==> config.mk <==
export PLATFORM = sky130hd
export DESIGN_NAME = receiver_config_regs
export DESIGN_NICKNAME = d
export VERILOG_FILES = /design/src/core/receiver_config_pkg.sv /design/src/core/receiver_config_regs.sv
export SDC_FILE = /design/constraint.sdc
export NUM_CORES = 1
export LEC_CHECK = 0
export ABC_CLOCK_PERIOD_IN_PS = 3100
export BUFFER_PORTS_ARGS = -buffer_cell sky130_fd_sc_hd__buf_2
export CORE_ASPECT_RATIO = 1.25
export CORE_UTILIZATION = 50
export CTS_BUF_LIST = sky130_fd_sc_hd__clkbuf_16
export CTS_CLUSTER_SIZE = 12
export DETAILED_ROUTE_END_ITERATION = 8
export PLACE_DENSITY = 0.94
export SLEW_MARGIN = 20
export SYNTH_ARGS = -nofsm -noshare
export SYNTH_HDL_FRONTEND = slang
export SYNTH_SLANG_ARGS = --single-unit
==> constraint.sdc <==
create_clock -name hclk -period 3.1 [get_ports hclk]
set_clock_uncertainty 0.2 [all_clocks]
set_input_delay 0.465 -clock hclk [delete_from_list [all_inputs] [get_ports hclk]]
set_output_delay 0.465 -clock hclk [all_outputs]
set_load 0.05 [all_outputs]
==> src/core/receiver_config_pkg.sv <==
// Package of constants for the receiver configuration register bank.
// Functional notes
// - Three read/write receiver configuration registers sit at indices 0Bh, 0Ch and 0Dh.
// - Bit 7 of the first register picks the amplitude (0) or phase (1) receive channel.
// - Bits 6 to 4 of the first register are the low-pass field, driven unchanged.
// - Bits 3 to 0 of the first register are four zero-setting bits, each its own output.
// - Second register bit 7 picks AM/PM or I/Q demodulation, bit 6 peak or mixer; I/Q needs bit 6 (the bank stores bit 6 as written and does not enforce it).
// - With dynamic squelch set, squelch starts 18.88 us after transmit ends and stops at timer match.
// - The squelch ratio bit picks trigger ratio 1 (clear) or 6/3 (set).
// - Gain control works on the first eight subcarrier pulses, or all of receive when set.
// - The gain-control algorithm bit picks preset (0) or reset (1).
// - Bit 0 of the second register sets gain trigger ratio 3 (clear) or 6 (set).
// - Bits 7 to 5 of the third register set the amplitude first-stage gain code.
// - Bits 4 to 2 of the third register set the phase first-stage gain code.
// - Bit 1 of the third register selects high-frequency (0) or low-frequency (1) input.
// - Bit 0 of the third register selects differential (0) or split (1) low-frequency input.
package receiver_config_pkg;

	// ------------------------------------------------------------------
	// Register indices and byte addresses
	// ------------------------------------------------------------------
	localparam logic [7:0]  FILTER_CHANNEL_INDEX = 8'h0b;
	localparam logic [7:0]  DEMOD_SQUELCH_INDEX  = 8'h0c;
	localparam logic [7:0]  FIRST_STAGE_INDEX    = 8'h0d;
	localparam logic [31:0] FILTER_CHANNEL_ADDR  = {22'h0, FILTER_CHANNEL_INDEX, 2'b00};
	localparam logic [31:0] DEMOD_SQUELCH_ADDR   = {22'h0, DEMOD_SQUELCH_INDEX, 2'b00};
	localparam logic [31:0] FIRST_STAGE_ADDR     = {22'h0, FIRST_STAGE_INDEX, 2'b00};

	// ------------------------------------------------------------------
	// Reset values
	// ------------------------------------------------------------------
	localparam logic [7:0] FILTER_CHANNEL_RESET = 8'h00;
	localparam logic [7:0] DEMOD_SQUELCH_RESET  = 8'h2c;
	localparam logic [7:0] FIRST_STAGE_RESET    = 8'hd8;

	// ------------------------------------------------------------------
	// Field positions
	// ------------------------------------------------------------------
	localparam int CHANNEL_PICK_BIT   = 7;
	localparam int LOWPASS_MSB        = 6;
	localparam int LOWPASS_LSB        = 4;
	localparam int ZERO_HIGH_BIT      = 3;
	localparam int ZERO_MID_HIGH_BIT  = 2;
	localparam int ZERO_MID_LOW_BIT   = 1;
	localparam int ZERO_LOW_BIT       = 0;
	localparam int DEMOD_IQ_BIT       = 7;
	localparam int DEMOD_MIXER_BIT    = 6;
	localparam int SQUELCH_DYN_BIT    = 5;
	localparam int SQUELCH_RATIO_BIT  = 4;
	localparam int GAIN_ENABLE_BIT    = 3;
	localparam int GAIN_MODE_BIT      = 2;
	localparam int GAIN_ALG_BIT       = 1;
	localparam int GAIN_RATIO_BIT     = 0;
	localparam int AMP_GAIN_MSB       = 7;
	localparam int AMP_GAIN_LSB       = 5;
	localparam int PHASE_GAIN_MSB     = 4;
	localparam int PHASE_GAIN_LSB     = 2;
	localparam int LF_ENABLE_BIT      = 1;
	localparam int LF_SPLIT_BIT       = 0;

	// ------------------------------------------------------------------
	// Timing
	// ------------------------------------------------------------------
	localparam real CLOCK_PERIOD_NS      = 10.0;
	localparam real SQUELCH_DELAY_US     = 18.88;
	localparam int  SQUELCH_DELAY_CYCLES = int'(SQUELCH_DELAY_US * 1000.0 / CLOCK_PERIOD_NS);
	localparam int  GAIN_PULSE_LIMIT     = 8;

	// ------------------------------------------------------------------
	// Types
	// ------------------------------------------------------------------
	typedef enum logic [1:0] {
		SEL_NONE           = 2'b00,
		SEL_FILTER_CHANNEL = 2'b01,
		SEL_DEMOD_SQUELCH  = 2'b10,
		SEL_FIRST_STAGE    = 2'b11
	} reg_select_t;

	typedef enum logic [1:0] {
		SQUELCH_IDLE   = 2'b00,
		SQUELCH_WAIT   = 2'b01,
		SQUELCH_ACTIVE = 2'b10
	} squelch_state_t;

endpackage : receiver_config_pkg

==> src/core/receiver_config_regs.sv <==
// Receiver configuration register bank with AHB-Lite slave and squelch/gain sequencing.
//
// Register access over AHB-Lite was chosen for this implementation.
`timescale 1ns/1ps
module receiver_config_regs #(
	parameter int SQUELCH_DELAY = receiver_config_pkg::SQUELCH_DELAY_CYCLES,
	parameter int PULSE_LIMIT   = receiver_config_pkg::GAIN_PULSE_LIMIT
) (
	input  wire logic        hclk,
	input  wire logic        hresetn,
	input  wire logic        hsel,
	input  wire logic [31:0] haddr,
	input  wire logic [1:0]  htrans,
	input  wire logic        hwrite,
	input  wire logic [2:0]  hsize,
	input  wire logic [31:0] hwdata,
	input  wire logic        hready,
	output logic      [31:0] hrdata,
	output logic             hreadyout,
	output logic             hresp,
	input  wire logic        tx_end_pulse,
	input  wire logic [7:0]  mask_receive_timer,
	input  wire logic [7:0]  squelch_time,
	input  wire logic        receive_active,
	input  wire logic        subcarrier_pulse_pin,
	output logic             receive_channel_pick,
	output logic      [2:0]  lowpass_filter_field,
	output logic             zero_setting_bit_high,
	output logic             zero_setting_bit_mid_high,
	output logic             zero_setting_bit_mid_low,
	output logic             zero_setting_bit_low,
	output logic             demod_iq_select,
	output logic             amplitude_demod_mixer,
	output logic             squelch_dynamic_enable,
	output logic             squelch_ratio_high,
	output logic             gain_loop_enable,
	output logic             gain_loop_full_period,
	output logic             gain_loop_reset_algorithm,
	output logic             gain_loop_trigger_ratio,
	output logic      [2:0]  amplitude_first_stage_gain,
	output logic      [2:0]  phase_first_stage_gain,
	output logic             low_frequency_input_enable,
	output logic             low_frequency_split_select,
	output logic             squelch_active,
	output logic             gain_loop_active
);
	import receiver_config_pkg::*;

	// ------------------------------------------------------------------
	// Address decode
	// ------------------------------------------------------------------
	function automatic reg_select_t decode_address(input logic [31:0] addr);
		reg_select_t sel;
		case (addr)
			FILTER_CHANNEL_ADDR: sel = SEL_FILTER_CHANNEL;
			DEMOD_SQUELCH_ADDR:  sel = SEL_DEMOD_SQUELCH;
			FIRST_STAGE_ADDR:    sel = SEL_FIRST_STAGE;
			default:             sel = SEL_NONE;
		endcase
		return sel;
	endfunction : decode_address

	logic [7:0]  filter_channel;
	logic [7:0]  demod_squelch;
	logic [7:0]  first_stage;
	logic [7:0]  next_filter_channel;
	logic [7:0]  next_demod_squelch;
	logic [7:0]  next_first_stage;
	logic        write_pending;
	reg_select_t write_select;
	logic        next_write_pending;
	reg_select_t next_write_select;
	logic [31:0] next_hrdata;
	logic        address_phase;
	reg_select_t address_select;

	// ------------------------------------------------------------------
	// Bus slave
	// ------------------------------------------------------------------
	// The slave never stretches a transfer, so a write lands at the end of
	// its data phase and a read issued right behind it must see hwdata.
	always_comb begin
		address_phase       = hsel && htrans[1] && hready;
		address_select      = decode_address(haddr);
		next_write_pending  = 1'b0;
		next_write_select   = SEL_NONE;
		next_hrdata         = hrdata;
		next_filter_channel = filter_channel;
		next_demod_squelch  = demod_squelch;
		next_first_stage    = first_stage;
		if (write_pending) begin
			case (write_select)
				SEL_FILTER_CHANNEL: next_filter_channel = hwdata[7:0];
				SEL_DEMOD_SQUELCH:  next_demod_squelch  = hwdata[7:0];
				SEL_FIRST_STAGE:    next_first_stage    = hwdata[7:0];
				default:            next_first_stage    = first_stage;
			endcase
		end
		if (address_phase) begin
			if (hwrite) begin
				next_write_pending = (address_select != SEL_NONE);
				next_write_select  = address_select;
			end else begin
				case (address_select)
					SEL_FILTER_CHANNEL: next_hrdata = {24'h00_0000, next_filter_channel};
					SEL_DEMOD_SQUELCH:  next_hrdata = {24'h00_0000, next_demod_squelch};
					SEL_FIRST_STAGE:    next_hrdata = {24'h00_0000, next_first_stage};
					default:            next_hrdata = 32'h0000_0000;
				endcase
			end
		end
	end

	always_ff @(posedge hclk or negedge hresetn) begin
		if (!hresetn) begin
			filter_channel <= FILTER_CHANNEL_RESET;
			demod_squelch  <= DEMOD_SQUELCH_RESET;
			first_stage    <= FIRST_STAGE_RESET;
			write_pending  <= 1'b0;
			write_select   <= SEL_NONE;
			hrdata         <= 32'h0000_0000;
			hreadyout      <= 1'b0;
			hresp          <= 1'b0;
		end else begin
			filter_channel <= next_filter_channel;
			demod_squelch  <= next_demod_squelch;
			first_stage    <= next_first_stage;
			write_pending  <= next_write_pending;
			write_select   <= next_write_select;
			hrdata         <= next_hrdata;
			hreadyout      <= 1'b1;
			hresp          <= 1'b0;
		end
	end

	// ------------------------------------------------------------------
	// Field outputs
	// ------------------------------------------------------------------
	// Software must pair I/Q demodulation with the mixer; the bank stores
	// whatever is written and does not correct a bad pairing.
	assign receive_channel_pick       = filter_channel[CHANNEL_PICK_BIT];
	assign lowpass_filter_field       = filter_channel[LOWPASS_MSB:LOWPASS_LSB];
	assign zero_setting_bit_high      = filter_channel[ZERO_HIGH_BIT];
	assign zero_setting_bit_mid_high  = filter_channel[ZERO_MID_HIGH_BIT];
	assign zero_setting_bit_mid_low   = filter_channel[ZERO_MID_LOW_BIT];
	assign zero_setting_bit_low       = filter_channel[ZERO_LOW_BIT];
	assign demod_iq_select            = demod_squelch[DEMOD_IQ_BIT];
	assign amplitude_demod_mixer      = demod_squelch[DEMOD_MIXER_BIT];
	assign squelch_dynamic_enable     = demod_squelch[SQUELCH_DYN_BIT];
	assign squelch_ratio_high         = demod_squelch[SQUELCH_RATIO_BIT];
	assign gain_loop_enable           = demod_squelch[GAIN_ENABLE_BIT];
	assign gain_loop_full_period      = demod_squelch[GAIN_MODE_BIT];
	assign gain_loop_reset_algorithm  = demod_squelch[GAIN_ALG_BIT];
	assign gain_loop_trigger_ratio    = demod_squelch[GAIN_RATIO_BIT];
	assign amplitude_first_stage_gain = first_stage[AMP_GAIN_MSB:AMP_GAIN_LSB];
	assign phase_first_stage_gain     = first_stage[PHASE_GAIN_MSB:PHASE_GAIN_LSB];
	assign low_frequency_input_enable = first_stage[LF_ENABLE_BIT];
	assign low_frequency_split_select = first_stage[LF_SPLIT_BIT];

	// ------------------------------------------------------------------
	// Squelch sequencing
	// ------------------------------------------------------------------
	squelch_state_t squelch_state;
	squelch_state_t next_squelch_state;
	logic [11:0]    squelch_count;
	logic [11:0]    next_squelch_count;
	logic           next_squelch_active;

	always_comb begin
		next_squelch_state  = squelch_state;
		next_squelch_count  = squelch_count;
		next_squelch_active = 1'b0;
		if (!squelch_dynamic_enable) begin
			next_squelch_state = SQUELCH_IDLE;
			next_squelch_count = 12'h000;
		end else if (tx_end_pulse) begin
			next_squelch_state = SQUELCH_WAIT;
			next_squelch_count = 12'(SQUELCH_DELAY - 1);
		end else begin
			case (squelch_state)
				SQUELCH_IDLE: begin
					next_squelch_count = 12'h000;
				end
				SQUELCH_WAIT: begin
					if (squelch_count == 12'h000) begin
						next_squelch_state  = SQUELCH_ACTIVE;
						next_squelch_active = 1'b1;
					end else begin
						next_squelch_count = squelch_count - 12'h001;
					end
				end
				SQUELCH_ACTIVE: begin
					if (mask_receive_timer == squelch_time) begin
						next_squelch_state = SQUELCH_IDLE;
					end else begin
						next_squelch_active = 1'b1;
					end
				end
				default: begin
					next_squelch_state = SQUELCH_IDLE;
				end
			endcase
		end
	end

	always_ff @(posedge hclk or negedge hresetn) begin
		if (!hresetn) begin
			squelch_state  <= SQUELCH_IDLE;
			squelch_count  <= 12'h000;
			squelch_active <= 1'b0;
		end else begin
			squelch_state  <= next_squelch_state;
			squelch_count  <= next_squelch_count;
			squelch_active <= next_squelch_active;
		end
	end

	// ------------------------------------------------------------------
	// Gain-control window
	// ------------------------------------------------------------------
	// The subcarrier pulse comes from the analog front end, so it is
	// synchronised before the edge detector sees it.
	logic       pulse_meta;
	logic       pulse_sync;
	logic       pulse_last;
	logic [3:0] pulse_count;
	logic [3:0] next_pulse_count;
	logic       next_gain_loop_active;
	logic       pulse_rise;

	always_comb begin
		pulse_rise       = pulse_sync && !pulse_last;
		next_pulse_count = pulse_count;
		if (!receive_active) begin
			next_pulse_count = 4'h0;
		end else if (pulse_rise && (pulse_count < 4'(PULSE_LIMIT))) begin
			next_pulse_count = pulse_count + 4'h1;
		end
		next_gain_loop_active = gain_loop_enable && receive_active
			&& (gain_loop_full_period || (next_pulse_count < 4'(PULSE_LIMIT)));
	end

	always_ff @(posedge hclk or negedge hresetn) begin
		if (!hresetn) begin
			pulse_meta       <= 1'b0;
			pulse_sync       <= 1'b0;
			pulse_last       <= 1'b0;
			pulse_count      <= 4'h0;
			gain_loop_active <= 1'b0;
		end else begin
			pulse_meta       <= subcarrier_pulse_pin;
			pulse_sync       <= pulse_meta;
			pulse_last       <= pulse_sync;
			pulse_count      <= next_pulse_count;
			gain_loop_active <= next_gain_loop_active;
		end
	end

endmodule : receiver_config_regs

* Word level (Yosys, flattened, before mapping)
Cells that the tools add are included.
** Operators by class
- Add/sub/neg operators :: 2
- Multiply operators :: 0
- Divide/modulo/power cells :: 0
- Order comparisons :: 2
- Equal/unequal tests :: 17
- Shift operators :: 0
- Multiplexer cells :: 28
- Bitwise gates (word level) :: 1
- Reduce and logical (&&, ||, !) cells :: 14
** Operators with widths (number)
- equality test 32 x 6 -> 1 bit, second input constant :: 3
- 2-to-1 mux 8 bit :: 6
- 2-to-1 mux 12 bit :: 3
- case mux 12 bit (2 select lines) :: 1
- case mux 8 bit (3 select lines) :: 1
- logical NOT 12 bit :: 1
- 2-to-1 mux 2 bit :: 6
- != test 4 bit, second input constant :: 3
- case mux 2 bit (3 select lines) :: 2
- subtractor 12 x 1 -> 12 bit, second input constant :: 1
- equality test 2 bit, second input constant :: 5
- equality test 8 bit :: 1
- less-than comparator 4 bit, second input constant :: 2
- 2-to-1 mux 4 bit :: 2
- equality test 2 x 1 -> 1 bit, second input constant :: 3
- logical AND 1 bit :: 6
- 2-to-1 mux 1 bit :: 6
- adder 4 x 1 -> 4 bit, second input constant :: 1
- != test 4 x 2 -> 1 bit, second input constant :: 1
- AND reduction 2 bit :: 2
- != test 3 bit, second input constant :: 1
- AND reduction 3 bit :: 1
- logical NOT 2 bit :: 1
- case mux 1 bit (2 select lines) :: 1
- 4 further kinds :: 4
** Storage, ports and cells
- Register bits after elaboration :: 83
- Bits in latches :: 0
- Memory bits (writable) :: 0
- Bits in read-only memories :: 0
- Bits of input ports :: 93
- Output and inout port bits :: 60
- Logic and storage cells :: 79
- Memories kept :: 0

* Depth between registers and ports, before layout
Gate-level depths: netlist (run 1).
- Depth after elaboration :: 8
- Gate-level depth with buffers :: 8
- Gate-level depth less buffers :: 7

* Least setup slack after synthesis (run 1)
Ideal clock, no wire load.
- Path type :: in2reg
- From :: input port haddr[1]
- To :: register hrdata[0]
- Library setup time :: 0.077 ns
- Arrival :: 1.670 ns
- Required time :: 2.823 ns
- Slack :: 1.154 ns
- Cell stages on the path :: 6
- Buffers on the path :: 1
- Cells stage by stage :: nor4b_2 > and4_1 > nand3b_1 > or3_1 > buf_2 > o21ai_1
** Between the ends
- Cells in the longest elaborated chain, start to end :: 4
- Elaborated cells between the ends (all ways) :: 8
- Those cells by class :: eq/ne (6); mux (2)
** Ends and longest elaborated chain
- start: declaration :: line receiver_config_regs.sv:12 : input wire logic [31:0] haddr,
- equality test 32 x 6 -> 1 bit :: line receiver_config_regs.sv:54 : case (addr)
- case mux 2 bit (3 select lines) (*) :: line receiver_config_regs.sv:54
- equality test 2 bit / equality test 2 x 1 -> 1 bit (equally long branches) :: line receiver_config_regs.sv:104 : case (address_select)
- case mux 8 bit (3 select lines) (*) :: line receiver_config_regs.sv:104
- end signal: assignment :: line receiver_config_regs.sv:130 : hrdata <= next_hrdata;
- end: declaration :: line receiver_config_regs.sv:18 : output logic [31:0] hrdata,
Mark *: on every way between the ends. The rest lies on a longest branch, timed or not.
A chain may end at the register's enable or synchronous reset.

* Worst setup path after layout (run 1)
- From :: register squelch_state[1]
- To :: register squelch_count[8]
** Between the ends
- Cells in the longest elaborated chain, start to end :: 4
- Elaborated cells between the ends (all ways) :: 8
- Those cells by class :: eq/ne (3); mux (3); reduce/logical (2)
** Ends and longest elaborated chain
- start: declaration :: line receiver_config_regs.sv:163 : squelch_state_t squelch_state;
- start signal: assignment :: line receiver_config_regs.sv:212 : squelch_state <= next_squelch_state;
- equality test 2 x 1 -> 1 bit / logical NOT 2 bit (equally long branches) :: line receiver_config_regs.sv:180 : case (squelch_state)
- case mux 12 bit (2 select lines) :: line receiver_config_regs.sv:180
- 2-to-1 mux 12 bit :: line receiver_config_regs.sv:176 : end else if (tx_end_pulse) begin
- 2-to-1 mux 12 bit :: line receiver_config_regs.sv:173 : if (!squelch_dynamic_enable) begin
- end signal: assignment :: line receiver_config_regs.sv:213 : squelch_count <= next_squelch_count;
- end: declaration :: line receiver_config_regs.sv:165 : logic [11:0] squelch_count;
Several ways; a longest one is shown, not always the timed one.

==> metrics.txt, run 1 <==
critical path peak fanout 18; WP data arrival 2.39 ns; Antenna Cells 0; cells on worst reg2reg path 6; Clk pwr share 43.8%; fmax 429.5 MHz; synth top area cells dfrtp_1, mux2_2, buf_4; gr usage total 24.24%; Max Buffers Root-to-Sink 2; Hold Startpoint subcarrier_pulse_pin; worst setup path class flop to flop; later-pin clock latency in the skew report 0.32 ns; largest net degree at the start of global routing 38; root buffer cell clkbuf_16; most frequent cells in the layout buf_2, dfrtp_1, conb_1; Worst Hold Class primary input to flop; share of layout cells above drive strength 1 38.83%; Sw Pwr 632.1 µW; Seq pwr share 38.9%; row cnt 31; Routed WL 7521 µm; crit path cell chain inv_1 > ha_1 > nand2b_1 > and2_1 > a2111oi_0 > o31a_1; main flop type after synthesis dfrtp_1; P&R area growth vs syn 25.16%; Yosys reg bits 59; DR vias/cell 5.441; combinational share of power 17.4%; cell area power density 553.7 nW/µm²; synthesized area per cell 11.04 µm²; DP Area 3615 µm²; DIE AREA 6568 µm²; CP Launch Type flop; GR Overflow Total 0; commonest non-fill, non-tap cell in the layout buf_2; sequential fraction of the synthesis area 47.56%; cell taking the most area after synthesis dfrtp_1; post-route setup TNS 0 ns; endpoint class of the critical path flop; Mapped Area 3123 µm²; Slew Limit Fails 0; initial antenna violation count 0; drt pass-1 iters 4; Tot Pwr 2164 µW; Final Hold Vio Count 0; CTS tree built; post-synthesis cell count 283; core region area 5896 µm²; actual slew at the worst max-slew pin 0.7290 ns; clock-pin slew on the worst setup and hold paths 0.05 ns; final setup violation count 0; min cycle time layout 2.328 ns; Residual DRC 0; drt wl/cell 15.80 µm; leakage 0.001881 µW; global-route wire length before repair 12000 µm; Worst Hold End pulse_meta; Synth top area share 41.67%; RR Endpoint squelch_count[8]; Fin Hold WS 0.05096 ns; TritonCTS Buffers 9; max_cap viols 0; status finished, final reports clean; post-route design area 3909 µm²; die height 90.36 µm; vias in the first global route 2639; RSZ-0062 raised after global routing no; Yosys Warn Count 0; clk sinks 59; I/O Buffers 99; RR Startpoint squelch_state[1]; initial DRC count 142; htree depth 3; Worst VDD drop 0.0003570 V; internal power 1532 µW; Hold Crit Depth 1; DIE WIDTH 72.69 µm; GP Congestion 0.8624; Vias 2590; Async SR Flop Fraction 100.0%; WP data required 3.16 ns; post-route ant nets 0; number of synthesized flops with an enable pin 0; Final period util 75.11%; critical path's slowest cell a2111oi_0; Post-DP HPWL 5508 µm; Sw Share 29.21%; Worst slew margin 51.27%; max incr delay on CP 0.46 ns; # nets final 488; Ports 153; Starting Density 52.97%; library cells used by synthesis 50; FF-to-FF setup slack 0.77 ns
sequential cells by signal, indices dropped and copies added (netlist names):
register	count
demod_squelch	8
filter_channel	8
first_stage	8
gain_loop_active	1
hrdata	8
hreadyout	1
pulse_count	4
pulse_last	1
pulse_meta	1
pulse_sync	1
squelch_active	1
squelch_count	12
squelch_state	2
write_pending	1
write_select	2
Yosys cell counts, drive strengths merged (2+ instances only):
| cell type | n |
|---|---|
| dfstp | 7 |
| o22ai | 2 |
| or3 | 2 |
| a22oi | 8 |
| nand3 | 7 |
| a41oi | 2 |
| o21ai | 17 |
| o2111ai | 2 |
| inv | 7 |
| nor2 | 12 |
| nand3b | 3 |
| o31a | 3 |
| nor4b | 2 |
| a21oi | 6 |
| mux2i | 9 |
| a31oi | 4 |
| o211a | 3 |
| xor2 | 4 |
| nand2 | 12 |
| dfrtp | 52 |
| nor3 | 4 |
| buf | 26 |
| nand4b | 2 |
| clkbuf | 5 |
| nand4 | 5 |
| ha | 6 |
| xnor2 | 9 |
| nand2b | 4 |
| conb | 2 |
| nor2b | 7 |
| nor4 | 8 |
| and2 | 5 |
| mux2 | 25 |
routing by layer:
layer / global-route usage, % / vias up / share of wire, %
met5: 0 / - / 0
li1: - / 1193 / -
met1: 25.44 / 1262 / 36
met2: 44.31 / 120 / 56
met4: 10.46 / 0 / 2.0
met3: 6.250 / 15 / 5.7
cell type report:
cell class,instances,area [µm²]
Clock buffer,9,225.2
Clock inverter,7,58.81
Fill cell,467,1987
Inverter,7,26.28
Multi-Input combinational cell,210,1490
Sequential cell,59,1485
Tap cell,82,102.6
Timing Repair Buffer,102,520.5
power by group through the flow:
stage	clock (µW)	combinational [µW]	sequential [µW]
after floorplan	0	224	907
after global placement	0	359	849
after detailed placement	0	369	852
after CTS	954	375	840
after global routing	991	403	845
final	947	376	841
stage by stage:
stage	util (%)	setup WS, ns	instances
floorplan	-	1.154	307
global placement	61.31	0.7247	459
detailed placement	61.31	0.5669	459
CTS	66.30	0.7844	476
global route	66.30	0.6369	476
finish	66.30	0.7715	476
worst max-delay path by stage:
stage | to | cells after the start | from | slack (ns)
3_3_place_gp | hrdata[6] | 6 | haddr[6] | 0.72
4_1_cts | squelch_count[6] | 7 | squelch_state[1] | 0.78
5_1_grt | squelch_count[6] | 7 | squelch_state[1] | 0.64
3_5_place_dp | hrdata[7] | 6 | haddr[6] | 0.57
6_report | squelch_count[8] | 6 | squelch_state[1] | 0.77
2_1_floorplan | hrdata[0] | 6 | haddr[1] | 1.15
what timing repair did:
action | 4_1_cts | 5_1_grt
hold buffers | 1 | 0
resized for setup | 0 | 0
hold endpoints to repair | 19 | 0
setup buffers | 0 | 0
worst max-delay path, delay by kind of cell, from the launching register on:
kind,cells,cell delay [ns]
AOI/OAI and AO/OA,2,0.65
adders and majority gates,1,0.39
buffers and inverters,1,0.09
DFF,1,0.39
and+or+nand+nor,2,0.55
cells by family after synthesis:
family | after synthesis | share of synthesized area [%]
simple gates | 76 | 14.70
flops | 59 | 47.56
compound gates | 55 | 11.94
xor+xnor | 13 | 3.646
fa+ha+maj | 6 | 2.404
mux | 34 | 11.90
buf+inv | 38 | 7.612
other cells | 2 | 0.2405
Power figures use the tool's default switching activity.
==> run 2: changes to the inputs <==
--- a/config.mk
+++ b/config.mk
@@ -5,14 +5,14 @@
 export SDC_FILE = /design/constraint.sdc
 export NUM_CORES = 1
 export LEC_CHECK = 0
-export ABC_CLOCK_PERIOD_IN_PS = 3100
+export ABC_CLOCK_PERIOD_IN_PS = 2360
 export BUFFER_PORTS_ARGS = -buffer_cell sky130_fd_sc_hd__buf_2
 export CORE_ASPECT_RATIO = 1.25
-export CORE_UTILIZATION = 50
+export CORE_UTILIZATION = 46
 export CTS_BUF_LIST = sky130_fd_sc_hd__clkbuf_16
 export CTS_CLUSTER_SIZE = 12
 export DETAILED_ROUTE_END_ITERATION = 8
-export PLACE_DENSITY = 0.94
+export PLACE_DENSITY = 0.88
 export SLEW_MARGIN = 20
 export SYNTH_ARGS = -nofsm -noshare
 export SYNTH_HDL_FRONTEND = slang
==> constraint.sdc (replaced) <==
create_clock -name hclk -period 2.36 [get_ports hclk]
set_clock_uncertainty 0.2 [all_clocks]
set_input_delay 0.354 -clock hclk [delete_from_list [all_inputs] [get_ports hclk]]
set_output_delay 0.354 -clock hclk [all_outputs]
set_load 0.05 [all_outputs]
==> metrics.txt, run 2 (same netlist as run 1, synthesis figures left out) <==
Final period util 90.90%; Final Hold Vio Count 0; Residual DRC 0; DIE WIDTH 75.70 µm; die height 94.12 µm; global-route wire length before repair 11520 µm; row cnt 33; Ports 153; CP Launch Type flop; CTS tree built; initial DRC count 146; cell area power density 772.4 nW/µm²; leakage 0.001942 µW; Hold Crit Depth 2; GP Congestion 0.8500; DP Area 3671 µm²; DIE AREA 7124 µm²; critical path's slowest cell a2111oi_0; Worst Hold Class primary input to flop; max_cap viols 0; I/O Buffers 99; worst setup path class flop to flop; WP data required 2.42 ns; Starting Density 47.57%; clk sinks 59; most frequent cells in the layout buf_2, dfrtp_1, conb_1; htree depth 3; max FFs per register 12; drt wl/cell 14.70 µm; post-route design area 4040 µm²; P&R area growth vs syn 29.37%; Antenna Cells 0; Max Buffers Root-to-Sink 2; clock-pin slew on the worst setup and hold paths 0.06 ns; cells on worst reg2reg path 6; Slew Limit Fails 0; max incr delay on CP 0.51 ns; Routed WL 7160 µm; postcts setup bufs 0; Hold-fix buffers, CTS 2; WP buf/inv 1; Biggest register squelch_count; later-pin clock latency in the skew report 0.32 ns; vias in the first global route 2523; Layout Utilization 61.54%; final setup violation count 0; Post-DP HPWL 5278 µm; Vias 2580; largest net degree at the start of global routing 60; initial antenna violation count 0; post_cts resized 0; delay-heaviest family, CP compound AO/OA/AOI/OAI gates; drt pass-1 iters 5; share of layout cells above drive strength 1 40.25%; Worst VDD drop 0.0004869 V; status finished, final reports clean; fmax 466.1 MHz; crit path cell chain inv_1 > ha_1 > nand3_1 > o21ai_2 > a2111oi_0 > o31a_1; gr usage total 22.16%; min cycle time layout 2.145 ns; commonest non-fill, non-tap cell in the layout buf_2; post-route ant nets 0; RSZ-0062 raised after global routing no; post-route setup TNS 0 ns; critical path peak fanout 9; core region area 6565 µm²; DR vias/cell 5.298; Worst slew margin 64.78%; actual slew at the worst max-slew pin 0.5268 ns; GR Overflow Total 0; WP data arrival 2.21 ns; TritonCTS Buffers 9; # nets final 494; Levels on crit path 6; endpoint class of the critical path flop; root buffer cell clkbuf_16
-- run 2: cell types whose count changed in the layout (fill, tap and decap cells not counted) --
cell / before / now
clkinv_1: 3 / 0
clkinv_2: 2 / 0
buf_4: 2 / 6
dlygate4sd3_1: 1 / 2
clkinv_4: 0 / 1
bufinv_16: 1 / 3
buf_12: 0 / 1
inv_6: 0 / 2
-- run 2: routing by layer --
layer | vias to the layer above | part of all wire [%] | routed length, µm | global-route usage (%)
li1 | 1212 | - | - | -
met1 | 1229 | 38 | 2706 | 23.68
met2 | 122 | 54 | 3849 | 39.88
met3 | 17 | 6.5 | 466 | 5.258
met4 | 0 | 1.9 | 136 | 10.34
met5 | - | 0 | 0 | 0
-- run 2: final timing paths --
check | slack [ns] | from | endpoint
max | 0.21 | squelch_count[0] | squelch_count[8]
min | 0.08 | receive_active | pulse_count[2]
max reg2reg | 0.21 | squelch_count[0] | squelch_count[8]
min reg2reg | 0.15 | pulse_meta | pulse_sync
max in group asynchronous | 1.28 | hresetn | first_stage[7]
min in group asynchronous | 0.36 | hresetn | squelch_count[1]
-- run 2: per-stage QoR --
| stage | setup slack (ns) | hold slack (ns) | power (µW) | instances |
|---|---|---|---|---|
| 2_1_floorplan | 0.4467 | -0.1416 | 1486 | 307 |
| 3_3_place_gp | 0.2448 | 0.1339 | 1601 | 469 |
| 3_5_place_dp | 0.1797 | 0.1389 | 1617 | 469 |
| 4_1_cts | 0.2429 | 0.07120 | 3149 | 487 |
| 5_1_grt | 0.06641 | 0.1033 | 3239 | 487 |
| 6_report | 0.2146 | 0.08186 | 3120 | 487 |
-- run 2: layout make-up --
class | count | area (µm²)
fill | 539 | 2525
tap | 87 | 108.9
clock buffer | 9 | 225.2
inverter | 7 | 26.28
multi-input combinational | 210 | 1490
sequential | 59 | 1485
timing repair buffer | 108 | 580.6
clock inverter | 7 | 123.9
-- run 2: power breakdown --
| part | switching [µW] | internal, µW |
|---|---|---|
| registers | 38.2 | 1060 |
| clock network | 475 | 1040 |
| logic | 347 | 158 |
| total | 860 | 2260 |
